**src/hdl/pmsl_pkg.sv**
```systemverilog
package pmsl_pkg;
    // top-level power states
    typedef enum logic [2:0] {
        ST_OFF = 3'b000,
        ST_BACKUP = 3'b001,
        ST_STARTUP = 3'b010,
        ST_LOAD = 3'b011,
        ST_READY = 3'b100
    } pmsl_state_t;

    // memory core target selection from the three-level strap
    typedef enum logic [1:0] {
        MEM_1V2 = 2'h0,
        MEM_1V35 = 2'h1,
        MEM_1V1 = 2'h2
    } pmsl_memv_t;

    // strap levels as sensed by the pad
    localparam logic [1:0] STRAP_LOW = 2'h0;
    localparam logic [1:0] STRAP_HIGH = 2'h1;
    localparam logic [1:0] STRAP_FLOAT = 2'h2;

    // number of rail control registers 0x30..0x38
    localparam int RAIL_COUNT = 9;
    localparam logic [7:0] RAIL_BASE_ADDR = 8'h30;
    localparam logic [7:0] RAIL_LAST_ADDR = 8'h38;
    localparam logic [7:0] MEMCORE_CTRL_ADDR = 8'h36;
    // io rail register index and memory core index within the rail set
    localparam logic [3:0] IO_RAIL_IDX = 4'h8;
    localparam logic [3:0] MEMCORE_IDX = 4'h6;

    // rail control register field positions
    localparam int RC_DVS_BIT = 0;
    localparam int RC_DECAY_BIT = 1;
    localparam int RC_WIDTH = 8;

    // otp load duration
    localparam int OTP_LOAD_NS = 200;
    localparam int CLK_PERIOD_NS = 10;
    localparam logic [7:0] OTP_LOAD_CYC =
        8'((OTP_LOAD_NS + CLK_PERIOD_NS - 1) / CLK_PERIOD_NS);

    // analog comparator results
    typedef struct packed {
        logic mainAboveUvlo;
        logic backupAboveUvlo;
        logic mainBattAbove5v4;
        logic ldo3v3Good;
        logic ldo5vGood;
        logic rtcRegInReg;
        logic adapterIn;
        logic battOneLowIn;
        logic battTwoLowIn;
    } pmsl_analog_t;

    // power-path flags and masks
    typedef struct packed {
        logic adapter;
        logic battOne;
        logic battTwo;
    } pmsl_pp_t;

    // rtc rail source selection
    typedef struct packed {
        logic selBackup;
        logic selLdo;
        logic rtcLdoOn;
        logic rtcLdoFrom5v;
        logic rtcDomainReset;
    } pmsl_rtc_t;
endpackage : pmsl_pkg

```
**src/hdl/pmsl_power_ctrl.sv**
```systemverilog
`timescale 1ns/1ps
// Overview of operation
// - main input low selects backup battery
// - main input present and above 5.4 V selects 3.1 V regulator
// - backup loss without main resets rtc registers
// - comparator results shown as status bits
// - status interrupt only when mask allows
// - temp comparator and source on, separately switchable
// - standby low enters low power, high exits
// - scaling or decay only where rail programmed
// - io rail uses decay bit only
// - memory core follows enable, termination follows pin
// - three-level strap picks memory core voltage
// - termination pin also scales memory core
// - rtc ldo from 5 V above 5.4 V
// - off state refuses all enables
// - off keeps only power-path comparators
// - main input present enters startup
// - otp load only after both supplies good
// - rtc regulator on after 5 V good
// - ready after otp load and rtc regulation
// - ready accepts rail enables, blocks available
// - standby entry on falling edge with power good
module pmsl_power_ctrl
    import pmsl_pkg::*;
(
    // clock and reset
    input wire logic core_clk,
    input wire logic arst_n,
    // analog comparator results
    input wire pmsl_analog_t analogIn,
    // pins from host and embedded controller
    input wire logic standbyPin,
    input wire logic allSystemPowerGood,
    input wire logic memoryCoreEnablePin,
    input wire logic terminationControlPin,
    input wire logic [1:0] memoryTypeStrap,
    input wire logic [RAIL_COUNT-1:0] railEnableReq,
    // configuration bits written by software
    input wire pmsl_pp_t irqMask,
    input wire logic tempComparatorEnable,
    input wire logic tempCurrentSourceEnable,
    input wire logic [RAIL_COUNT*RC_WIDTH-1:0] railCtrlWrite,
    input wire logic [RAIL_COUNT-1:0] railCtrlWe,
    // state and status
    output pmsl_state_t powerState,
    output logic otpLoadBusy,
    output logic otpLoadDone,
    output pmsl_pp_t powerPathStatus,
    output logic ecIrq,
    output logic ppOpenDrainOe,
    // rtc domain
    output pmsl_rtc_t rtcCtrl,
    // board temperature monitor
    output logic tempComparatorOn,
    output logic tempCurrentSourceOn,
    // rails
    output logic lowPowerMode,
    output logic standbyState,
    output logic [RAIL_COUNT-1:0] railEnable,
    output logic [RAIL_COUNT-1:0] railDvs,
    output logic [RAIL_COUNT-1:0] railDecay,
    output logic [RAIL_COUNT*RC_WIDTH-1:0] railCtrlRead,
    output logic memoryCoreOn,
    output logic memoryTermOn,
    output pmsl_memv_t memoryCoreTarget,
    output logic internalSupplyOn
);
    typedef struct packed {
        pmsl_state_t state;
        logic [7:0] otpCnt;
        logic otpDone;
        logic strapTaken;
        pmsl_memv_t memv;
        logic standbyPrev;
        logic lowPower;
        logic standby;
        pmsl_pp_t ppFlags;
        logic irq;
        pmsl_rtc_t rtc;
        logic [RAIL_COUNT*RC_WIDTH-1:0] railCtrl;
        logic [RAIL_COUNT-1:0] railEn;
        logic [RAIL_COUNT-1:0] dvs;
        logic [RAIL_COUNT-1:0] decay;
        logic memCore;
        logic memTerm;
        logic tempCmp;
        logic tempSrc;
    } pmsl_regs_t;

    pmsl_regs_t state_ff;
    pmsl_regs_t nxt_state;
    logic [RAIL_COUNT-1:0] dvsCalc;
    logic [RAIL_COUNT-1:0] decayCalc;

    // strap decode; floating pad selects the low-voltage part
    function automatic pmsl_memv_t strap_decode(input logic [1:0] s);
        case (s)
            STRAP_LOW: strap_decode = MEM_1V2;
            STRAP_HIGH: strap_decode = MEM_1V35;
            STRAP_FLOAT: strap_decode = MEM_1V1;
            default: strap_decode = MEM_1V1;
        endcase
    endfunction : strap_decode

    // otp default image for rail control; all zero means no lpm action
    function automatic logic [RAIL_COUNT*RC_WIDTH-1:0] otp_image();
        otp_image = '0;
    endfunction : otp_image

    pmsl_lpm_rails u_lpm (
        .railCtrl(state_ff.railCtrl),
        .lowPower(state_ff.lowPower),
        .termLow(!terminationControlPin && state_ff.state == ST_READY),
        .dvsActive(dvsCalc),
        .decayActive(decayCalc)
    );

    // next-state logic for the whole block
    always_comb begin
        logic ready;
        logic mainOk;
        logic fall;
        ready = 1'b0;
        mainOk = analogIn.mainAboveUvlo;
        fall = 1'b0;
        nxt_state = state_ff;
        ready = (state_ff.state == ST_READY);

        // power state sequence
        case (state_ff.state)
            ST_OFF, ST_BACKUP: begin
                if (mainOk) begin
                    nxt_state.state = ST_STARTUP;
                end else if (analogIn.backupAboveUvlo) begin
                    nxt_state.state = ST_BACKUP;
                end else begin
                    nxt_state.state = ST_OFF;
                end
            end
            ST_STARTUP: begin
                // both internal supplies must be good before otp load
                if (analogIn.ldo3v3Good && analogIn.ldo5vGood) begin
                    nxt_state.state = ST_LOAD;
                    nxt_state.otpCnt = OTP_LOAD_CYC;
                end
            end
            ST_LOAD: begin
                if (state_ff.otpCnt != 8'h00) begin
                    nxt_state.otpCnt = state_ff.otpCnt - 8'h01;
                end else if (!state_ff.otpDone) begin
                    nxt_state.otpDone = 1'b1;
                    nxt_state.railCtrl = otp_image();
                end else if (state_ff.rtc.rtcLdoOn &&
                             analogIn.rtcRegInReg) begin
                    nxt_state.state = ST_READY;
                end
            end
            ST_READY: begin
                nxt_state.state = ST_READY;
            end
            default: nxt_state.state = ST_OFF;
        endcase
        // loss of main input wins over any sequence step
        if (!mainOk && (state_ff.state == ST_STARTUP ||
                        state_ff.state == ST_LOAD ||
                        state_ff.state == ST_READY)) begin
            nxt_state.state = analogIn.backupAboveUvlo ?
                ST_BACKUP : ST_OFF;
            nxt_state.otpDone = 1'b0;
            nxt_state.otpCnt = 8'h00;
        end

        // rtc source selection follows main input level directly
        nxt_state.rtc.selBackup = !mainOk ||
            !analogIn.mainBattAbove5v4;
        nxt_state.rtc.selLdo = mainOk &&
            analogIn.mainBattAbove5v4;
        nxt_state.rtc.rtcLdoOn = mainOk && analogIn.ldo5vGood;
        nxt_state.rtc.rtcLdoFrom5v = nxt_state.rtc.rtcLdoOn &&
            analogIn.mainBattAbove5v4;
        nxt_state.rtc.rtcDomainReset = !mainOk &&
            !analogIn.backupAboveUvlo;

        // power-path comparators work in every state
        nxt_state.ppFlags.adapter = analogIn.adapterIn;
        nxt_state.ppFlags.battOne = analogIn.battOneLowIn;
        nxt_state.ppFlags.battTwo = analogIn.battTwoLowIn;
        nxt_state.irq = |(nxt_state.ppFlags & irqMask);

        // rail control writes taken only in ready; lost while unpowered
        for (int i = 0; i < RAIL_COUNT; i++) begin
            if (railCtrlWe[i] && ready) begin
                nxt_state.railCtrl[i*RC_WIDTH +: RC_WIDTH] =
                    railCtrlWrite[i*RC_WIDTH +: RC_WIDTH];
            end
        end
        if (!mainOk) begin
            nxt_state.railCtrl = otp_image();
        end

        // temperature monitor enables, honoured only in ready
        nxt_state.tempCmp = ready && tempComparatorEnable;
        nxt_state.tempSrc = ready && tempCurrentSourceEnable;

        // standby pin: falling edge with power good enters standby
        fall = state_ff.standbyPrev && !standbyPin;
        nxt_state.standbyPrev = standbyPin;
        if (!ready || standbyPin) begin
            nxt_state.standby = 1'b0;
        end else if (fall && allSystemPowerGood) begin
            nxt_state.standby = 1'b1;
        end
        nxt_state.lowPower = ready && !standbyPin;

        // strap sampled once on each entry to ready
        if (!ready) begin
            nxt_state.strapTaken = 1'b0;
        end else if (!state_ff.strapTaken) begin
            nxt_state.strapTaken = 1'b1;
            nxt_state.memv = strap_decode(memoryTypeStrap);
        end

        // enables only honoured in ready
        nxt_state.railEn = ready ? railEnableReq : '0;
        nxt_state.memCore = ready && memoryCoreEnablePin;
        nxt_state.memTerm = ready && terminationControlPin;
        nxt_state.dvs = ready ? dvsCalc : '0;
        nxt_state.decay = ready ? decayCalc : '0;
    end

    // single state register
    always_ff @(posedge core_clk or negedge arst_n) begin
        if (!arst_n) begin
            state_ff <= '0;
            state_ff.rtc.selBackup <= 1'b1;
            state_ff.memv <= MEM_1V2;
        end else begin
            state_ff <= nxt_state;
        end
    end

    // outputs straight from the state record
    assign powerState = state_ff.state;
    assign otpLoadBusy = (state_ff.state == ST_LOAD) && !state_ff.otpDone;
    assign otpLoadDone = state_ff.otpDone;
    assign powerPathStatus = state_ff.ppFlags;
    assign ecIrq = state_ff.irq;
    // open-drain status pin pulls low when the adapter flag is clear
    assign ppOpenDrainOe = !state_ff.ppFlags.adapter;
    assign rtcCtrl = state_ff.rtc;
    assign tempComparatorOn = state_ff.tempCmp;
    assign tempCurrentSourceOn = state_ff.tempSrc;
    assign lowPowerMode = state_ff.lowPower;
    assign standbyState = state_ff.standby;
    assign railEnable = state_ff.railEn;
    assign railDvs = state_ff.dvs;
    assign railDecay = state_ff.decay;
    assign railCtrlRead = state_ff.railCtrl;
    assign memoryCoreOn = state_ff.memCore;
    assign memoryTermOn = state_ff.memTerm;
    assign memoryCoreTarget = state_ff.memv;
    assign internalSupplyOn = state_ff.state != ST_OFF &&
                              state_ff.state != ST_BACKUP;

    // guards; the mask is an input, so the interrupt sees last cycle's copy
    a_off_no_rails: assert property (
        @(posedge core_clk) disable iff (!arst_n)
        state_ff.state != ST_READY |=> railEnable == '0)
        else $error("rail enabled outside ready");
    a_off_no_temp: assert property (
        @(posedge core_clk) disable iff (!arst_n)
        state_ff.state != ST_READY
        |=> !tempComparatorOn && !tempCurrentSourceOn)
        else $error("temperature monitor on outside ready");
    a_irq_masked: assert property (
        @(posedge core_clk) disable iff (!arst_n)
        ecIrq |-> |(powerPathStatus & $past(irqMask)))
        else $error("interrupt without unmasked flag");
    a_irq_raised: assert property (
        @(posedge core_clk) disable iff (!arst_n)
        |(powerPathStatus & $past(irqMask)) |-> ecIrq)
        else $error("unmasked flag without interrupt");
    a_rtc_backup: assert property (
        @(posedge core_clk) disable iff (!arst_n)
        !analogIn.mainAboveUvlo |=> rtcCtrl.selBackup)
        else $error("backup not selected");
    a_rtc_ldo_sel: assert property (
        @(posedge core_clk) disable iff (!arst_n)
        analogIn.mainAboveUvlo && analogIn.mainBattAbove5v4
        |=> rtcCtrl.selLdo && !rtcCtrl.selBackup)
        else $error("ldo not selected");
    a_rtc_reset: assert property (
        @(posedge core_clk) disable iff (!arst_n)
        !analogIn.mainAboveUvlo && !analogIn.backupAboveUvlo
        |=> rtcCtrl.rtcDomainReset)
        else $error("rtc reset missing");
    a_rtc_ldo_on: assert property (
        @(posedge core_clk) disable iff (!arst_n)
        analogIn.mainAboveUvlo && analogIn.ldo5vGood
        |=> rtcCtrl.rtcLdoOn)
        else $error("rtc regulator not switched on");
    a_status_mirror: assert property (
        @(posedge core_clk) disable iff (!arst_n)
        1'b1 |=> powerPathStatus.battOne == $past(analogIn.battOneLowIn))
        else $error("status bit mismatch");
    a_startup_entry: assert property (
        @(posedge core_clk) disable iff (!arst_n)
        state_ff.state inside {ST_OFF, ST_BACKUP} && analogIn.mainAboveUvlo
        |=> state_ff.state == ST_STARTUP)
        else $error("startup not entered");
    a_load_gate: assert property (
        @(posedge core_clk) disable iff (!arst_n)
        state_ff.state == ST_STARTUP
        && !(analogIn.ldo3v3Good && analogIn.ldo5vGood)
        |=> state_ff.state != ST_LOAD)
        else $error("otp load before supplies good");
    a_otp_gate: assert property (
        @(posedge core_clk) disable iff (!arst_n)
        $rose(otpLoadDone) |-> $past(state_ff.state == ST_LOAD, 1))
        else $error("otp load outside load phase");
    a_ready_gate: assert property (
        @(posedge core_clk) disable iff (!arst_n)
        $changed(state_ff.state) && state_ff.state == ST_READY
        |-> $past(otpLoadDone && rtcCtrl.rtcLdoOn && analogIn.rtcRegInReg))
        else $error("ready too early");
    a_uvlo_exit: assert property (
        @(posedge core_clk) disable iff (!arst_n)
        state_ff.state == ST_READY && !analogIn.mainAboveUvlo
        |=> state_ff.state inside {ST_OFF, ST_BACKUP})
        else $error("ready kept without main input");
    a_lpm_level: assert property (
        @(posedge core_clk) disable iff (!arst_n)
        state_ff.state == ST_READY && !standbyPin |=> lowPowerMode)
        else $error("low power not entered");
    a_lpm_exit: assert property (
        @(posedge core_clk) disable iff (!arst_n)
        standbyPin |=> !lowPowerMode)
        else $error("low power kept while awake");
    a_standby_gate: assert property (
        @(posedge core_clk) disable iff (!arst_n)
        $rose(standbyState) |-> $past(allSystemPowerGood))
        else $error("standby without power good");
    a_mem_follow: assert property (
        @(posedge core_clk) disable iff (!arst_n)
        state_ff.state == ST_READY
        |=> memoryCoreOn == $past(memoryCoreEnablePin))
        else $error("memory core enable not followed");
    a_io_no_dvs: assert property (
        @(posedge core_clk) disable iff (!arst_n)
        railDvs[IO_RAIL_IDX] == 1'b0)
        else $error("io rail scaled");
endmodule : pmsl_power_ctrl

```
**src/hdl/pmsl_lpm_rails.sv**
```systemverilog
`timescale 1ns/1ps
// per-rail low-power action decode
module pmsl_lpm_rails
    import pmsl_pkg::*;
(
    // rail control image
    input wire logic [RAIL_COUNT*RC_WIDTH-1:0] railCtrl,
    // mode
    input wire logic lowPower,
    input wire logic termLow,
    // per-rail actions
    output logic [RAIL_COUNT-1:0] dvsActive,
    output logic [RAIL_COUNT-1:0] decayActive
);
    // io rail honours only decay bit; memory core follows termination pin
    always_comb begin
        for (int i = 0; i < RAIL_COUNT; i++) begin
            if (4'(i) == IO_RAIL_IDX) begin
                dvsActive[i] = 1'b0;
                decayActive[i] = lowPower &&
                    railCtrl[i*RC_WIDTH+RC_DECAY_BIT];
            end else if (4'(i) == MEMCORE_IDX) begin
                dvsActive[i] = termLow &&
                    railCtrl[i*RC_WIDTH+RC_DVS_BIT];
                decayActive[i] = 1'b0;
            end else begin
                dvsActive[i] = lowPower &&
                    railCtrl[i*RC_WIDTH+RC_DVS_BIT];
                decayActive[i] = lowPower &&
                    railCtrl[i*RC_WIDTH+RC_DECAY_BIT];
            end
        end
    end
endmodule : pmsl_lpm_rails

```
**config.mk**
```make
export PLATFORM = sky130hd
export DESIGN_NAME = pmsl_power_ctrl
export DESIGN_NICKNAME = d
export VERILOG_FILES = /design/src/hdl/pmsl_pkg.sv /design/src/hdl/pmsl_power_ctrl.sv /design/src/hdl/pmsl_lpm_rails.sv
export SDC_FILE = /design/constraint.sdc
export NUM_CORES = 1
export LEC_CHECK = 0
export BUFFER_PORTS_ARGS = -buffer_cell sky130_fd_sc_hd__buf_4
export CORE_AREA = 2 2 109 111
export CTS_CLUSTER_DIAMETER = 30
export DETAILED_ROUTE_END_ITERATION = 6
export DIE_AREA = 0 0 111 113
export GPL_TIMING_DRIVEN = 0
export PLACE_DENSITY = 0.81
export SKIP_CTS_REPAIR_TIMING = 1
export SLEW_MARGIN = 20
export SYNTH_ARGS = -nofsm -noshare
export SYNTH_HDL_FRONTEND = slang
export SYNTH_SLANG_ARGS = --single-unit
```
**constraint.sdc**
```tcl
create_clock -name core_clk -period 4.4 [get_ports core_clk]
set_input_delay 0.88 -clock core_clk [delete_from_list [all_inputs] [get_ports core_clk]]
set_output_delay 0.88 -clock core_clk [all_outputs]
set_load 0.05 [all_outputs]
```
Yosys cells after proc, flatten, opt, wreduce, memory -nomap -nowiden
Cells that the tools add are included.

Multiplexer cells: 32. Reductions and logical operators: 76. Add/subtract/negate cells: 1. Equal/unequal tests: 39. Bitwise logic cells: 2.

Operators by type and width (number): two-way mux 72 bit (4); two-way mux 8 bit (11); != test 3 x 2 -> 1 bit, second input constant (23); logical AND 1 bit (42); != test 3 x 1 -> 1 bit, second input constant (10); AND reduction 3 bit (10); two-way mux 9 bit (2); case mux 8 bit (2 select lines) (1); two-way mux 12 bit (1); case mux 3 bit (4 select lines) (1); two-way mux 11 bit (1); two-way mux 3 bit (3); logical NOT 1 bit (8); nonzero test 8 bit (1); subtractor 8 x 1 -> 8 bit, second input constant (1); equality test 3 x 2 -> 1 bit, second input constant (2); two-way mux 1 bit (6); nonzero test 3 bit (2); logical OR 1 bit (4); case mux 2 bit (2 select lines) (1); AND reduction 2 bit (2); AND reduction 4 bit (1); nonzero test 2 bit (2); bitwise AND 3 bit (1); other kinds (10) (10).

Output and inout port bits: 123. Input bits: 112. Register bits after elaboration: 129. Word-level logic and storage cells: 183.

Longest topological paths before layout
Depth after elaboration: 6. Mapped depth: 8. Depth with buffers taken out: 6.

Hierarchy
From an unflattened synthesis, not the netlist that was laid out.

Cells, all modules: 503. Area, all modules: 6059.6 um2.

By module, submodules not included: pmsl_power_ctrl (instances 1, cells each 483, area each 5915.7 um2, sequential area each 3254.4 um2); pmsl_lpm_rails (instances 1, cells each 20, area each 143.9 um2, sequential area each 0.0 um2).

Least setup slack after synthesis
No wires, ideal clock.

Path type: register to output. Start point: register state_ff (netlist bit otpLoadDone). End point: output otpLoadBusy. Setup slack: 2.189 ns. Cell stages (with the launch flop): 2. Required time: 3.520 ns. Arrival time: 1.331 ns. Buffers on the path: 0. Cell sequence: dfrtp_1 -> nor2_1.

Word-level cells in the longest chain between the ends: 2.

RTL lines: from (decl) (line pmsl_power_ctrl.sv:91) `pmsl_regs_t state_ff;`; from (signal assigned) (line pmsl_power_ctrl.sv:239) `state_ff <= nxt_state;`; logical NOT 1 bit (line pmsl_power_ctrl.sv:245) `assign otpLoadBusy = (state_ff.state == ST_LOAD) && !state_ff.otpDone;`; logical AND 1 bit (line pmsl_power_ctrl.sv:245); to (decl) (line pmsl_power_ctrl.sv:47) `output logic otpLoadBusy,`.

Every way passes these cells.

Worst setup path after layout
Start point: register state_ff (netlist bit powerState[2]). End point: output otpLoadBusy.

Word-level cells in the longest chain between the ends: 2.

RTL lines (line): equality test 3 x 2 -> 1 bit (pmsl_power_ctrl.sv:245); logical AND 1 bit (pmsl_power_ctrl.sv:245).

Every way passes these cells.

==> run_results.csv <==
group,metric,value,unit
outcome,outcome,"completed",
grt,grt_pass1_wl,24100,microns
critical_path,crit_arrival,1.53,ns
die,coreArea,11300,sq um
logic_synthesis,netlist_instances,469,
clock_tree,cts_root_buf,"clkbuf_16",
layout,drive_gt1_share,53.7,%
critical_path,worstSetupPathType,"register to primary output",
logic_synthesis,syn_area,5740,sq um
grt,overflow,0,
job,maxCapViolCount,0,
timing,worst_pin_slew,0.543,ns
grt,grt_max_degree,73,
grt,grt.busiest_layer,"met2",
grt,use_met3,6.11,%
die,dieArea,12500,sq um
timing,drv_slew,0,
layout,utilization,73.6,%
clock_tree,clk_pin_slew,0.05,ns
die,initial_utilization,50.9,%
layout,final_common_cell,"buf_4",
routing,drc_errors,0,
layout,antenna_cells,0,
die,die_h,113,microns
critical_path,cp_max_fo,9,
timing,max-slew-margin-rel,63.8,%
timing,rsz0062_at_grt,"no",
timing,hold_viol,0,
logic_synthesis,synth_ff_type,"dfrtp_1",
critical_path,rr_startpoint,"powerState[0]$_DFFE_PN0P_",
grt,globalRouteMet2Util,43.1,%
routing,first_pass_iters,5,
power,leakage,4.50,nW
critical_path,r2r_end,"powerState[2]$_DFFE_PN0P_",
timing,clock_skew,0.00628,ns
routing,ant_nets,0,
power,power.density,392,nW/um^2
logic_synthesis,synth-seq-cells,128,
logic_synthesis,yosys-top-cells-area,"dfrtp_1, buf_4, a32o_1",
critical_path,reg2reg_slack,1.99,ns
clock_tree,clock_latency,0.41,ns
timing,worst_slack,1.99,ns
logic_synthesis,avgSynthCellArea,12.2,sq um
routing,vias,4630,
logic_synthesis,async_flop_share,100,%
routing,viasPerCell,5.27,
routing,wl_per_cell,17.3,microns
die,die_w,111,microns
critical_path,start_kind,"register",
placed_design,place_congestion,0.852,
timing,clock.fmax,415,MHz
layout,final_cell_mix,"buf_4, dfrtp_1, a32o_1",
critical_path,setup.worst_path.start,"powerState[2]$_DFFE_PN0P_",
timing,finalCritPeriodShare,54.8,%
die,num_rows,39,
critical_path,r2r_cells,8,
placed_design,post-place-ws,1.92,ns
layout,syn2layout_area_growth,44.6,%
layout,finalNetCount,836,
logic_synthesis,yosysWarnings,0,
grt,grt_util_met1,29.0,%
timing,setup_violations,0,
grt,grt.total_usage,24.5,%
hold_path,min_path_type,"primary input to async pin",
clock_tree,numClockSinks,128,
critical_path,crit_end,"otpLoadBusy",
clock_tree,clk_path_buf_depth,2,
clock_tree,numCtsBuffers,17,
logic_synthesis,synth_cell_types,50,
timing,fin_hold_ws,0.427,ns
placed_design,portBuffers,232,
grt,grt_pass1_vias,4787,
clock_tree,ctsHtreeMaxLevel,4,
clock_tree,cts_tree,"built",
logic_synthesis,synth_top_area_share,55.4,%
logic_synthesis,yosysTopAreaCell,"dfrtp_1",
critical_path,critPathRequiredTime,3.52,ns
timing,setup_tns,0,ns
critical_path,end_kind,"primary output",
routing,wirelength,15200,microns
routing,drt-initial-drc-count,321,
grt,antenna_found_initial,0,
power,ir_drop,0.314,mV
die,io-pin-count,235,
logic_synthesis,synth_edf_count,0,
placed_design,dp.final_hpwl,11200,microns
logic_synthesis,yosysSeqAreaShare,55.8,%
timing,layout_min_cycle_time,2.41,ns
[power breakdown]
group	leakage (nW)	internal (W)	switching (W)
Sequential	1.75	0.00123	0.0000538
Clock	0.289	0.000906	0.000500
Combinational	2.45	0.000239	0.000326
[critical path, cell delays in order, from the launching register on]
cell,delay (ns)
dfrtp_1,0.45
nand3b_1,0.24
nor2_1,0.21
buf_4,0.24
[how the worst min path moves through the flow]
stage / slack, ns / cells past startpoint / to
after CTS: 0.44 / 1 / railEnable[4]$_DFF_PN0_
after detailed placement: 0.49 / 1 / memoryCoreTarget[0]$_DFFE_PN0P_
after global routing: 0.47 / 1 / railEnable[0]$_DFF_PN0_
after floorplan: 0.44 / 1 / state_ff[126]$_DFFE_PN0P_
after global placement: 0.46 / 1 / state_ff[126]$_DFFE_PN0P_
final: 0.43 / 1 / railEnable[0]$_DFF_PN0_
[cell usage after synthesis, drive strengths merged, types with 2 or more instances]
library cell,instances
a31oi,2
or3,2
nand3,4
mux2,2
mux2i,2
nor2b,2
o21ai,6
a32o,72
a21oi,4
buf,123
clkbuf,14
nor2,11
or3b,2
and2,14
nand2,14
nand3b,2
dfrtp,127
and3,25
and3b,2
ha,2
inv,10
or4,3
nor3,2
o2111ai,2
[final cells by class]
class | count | area (sq um)
fillers | 773 | 2970
plain buffers | 137 | 997
well taps | 143 | 179
multi-input cells | 195 | 1510
repair buffers | 233 | 1770
clock buffers | 19 | 443
flip-flops and latches | 128 | 3200
inverters | 10 | 37.5
clock inverters | 13 | 163
[flip-flops by register name, summed over array words and instances, names as in the netlist, 3 cells and up]
| register | flops |
|---|---|
| railDvs | 8 |
| powerPathStatus | 3 |
| railEnable | 9 |
| rtcCtrl | 5 |
| state_ff | 10 |
| railCtrlRead | 72 |
| railDecay | 8 |
| powerState | 3 |
[metrics by stage]
step	std cells	cell area, sq um	total power (W)
detailed placement	846	7700	0.00187
finish	878	8300	0.00325
global placement	845	7660	0.00184
CTS	878	8300	0.00329
floorplan	470	5740	0.00164
global route	878	8300	0.00338
[cell families after synthesis]
| group | Yosys count | share of synthesized area [%] |
|---|---|---|
| fa+ha+maj | 2 | 0.436 |
| other cells | 1 | 0.0653 |
| compound gates | 98 | 15.8 |
| buf+inv | 147 | 18.0 |
| simple gates | 89 | 9.09 |
| flops | 128 | 55.8 |
| mux | 4 | 0.741 |
[per-layer routing]
| metal | wire [microns] | share of wire (%) |
|---|---|---|
| met2 | 7920 | 52 |
| met4 | 356 | 2.3 |
| met3 | 1150 | 7.6 |
| met1 | 5790 | 38 |
| met5 | 0 | 0 |
Power figures use the tool's default switching activity.
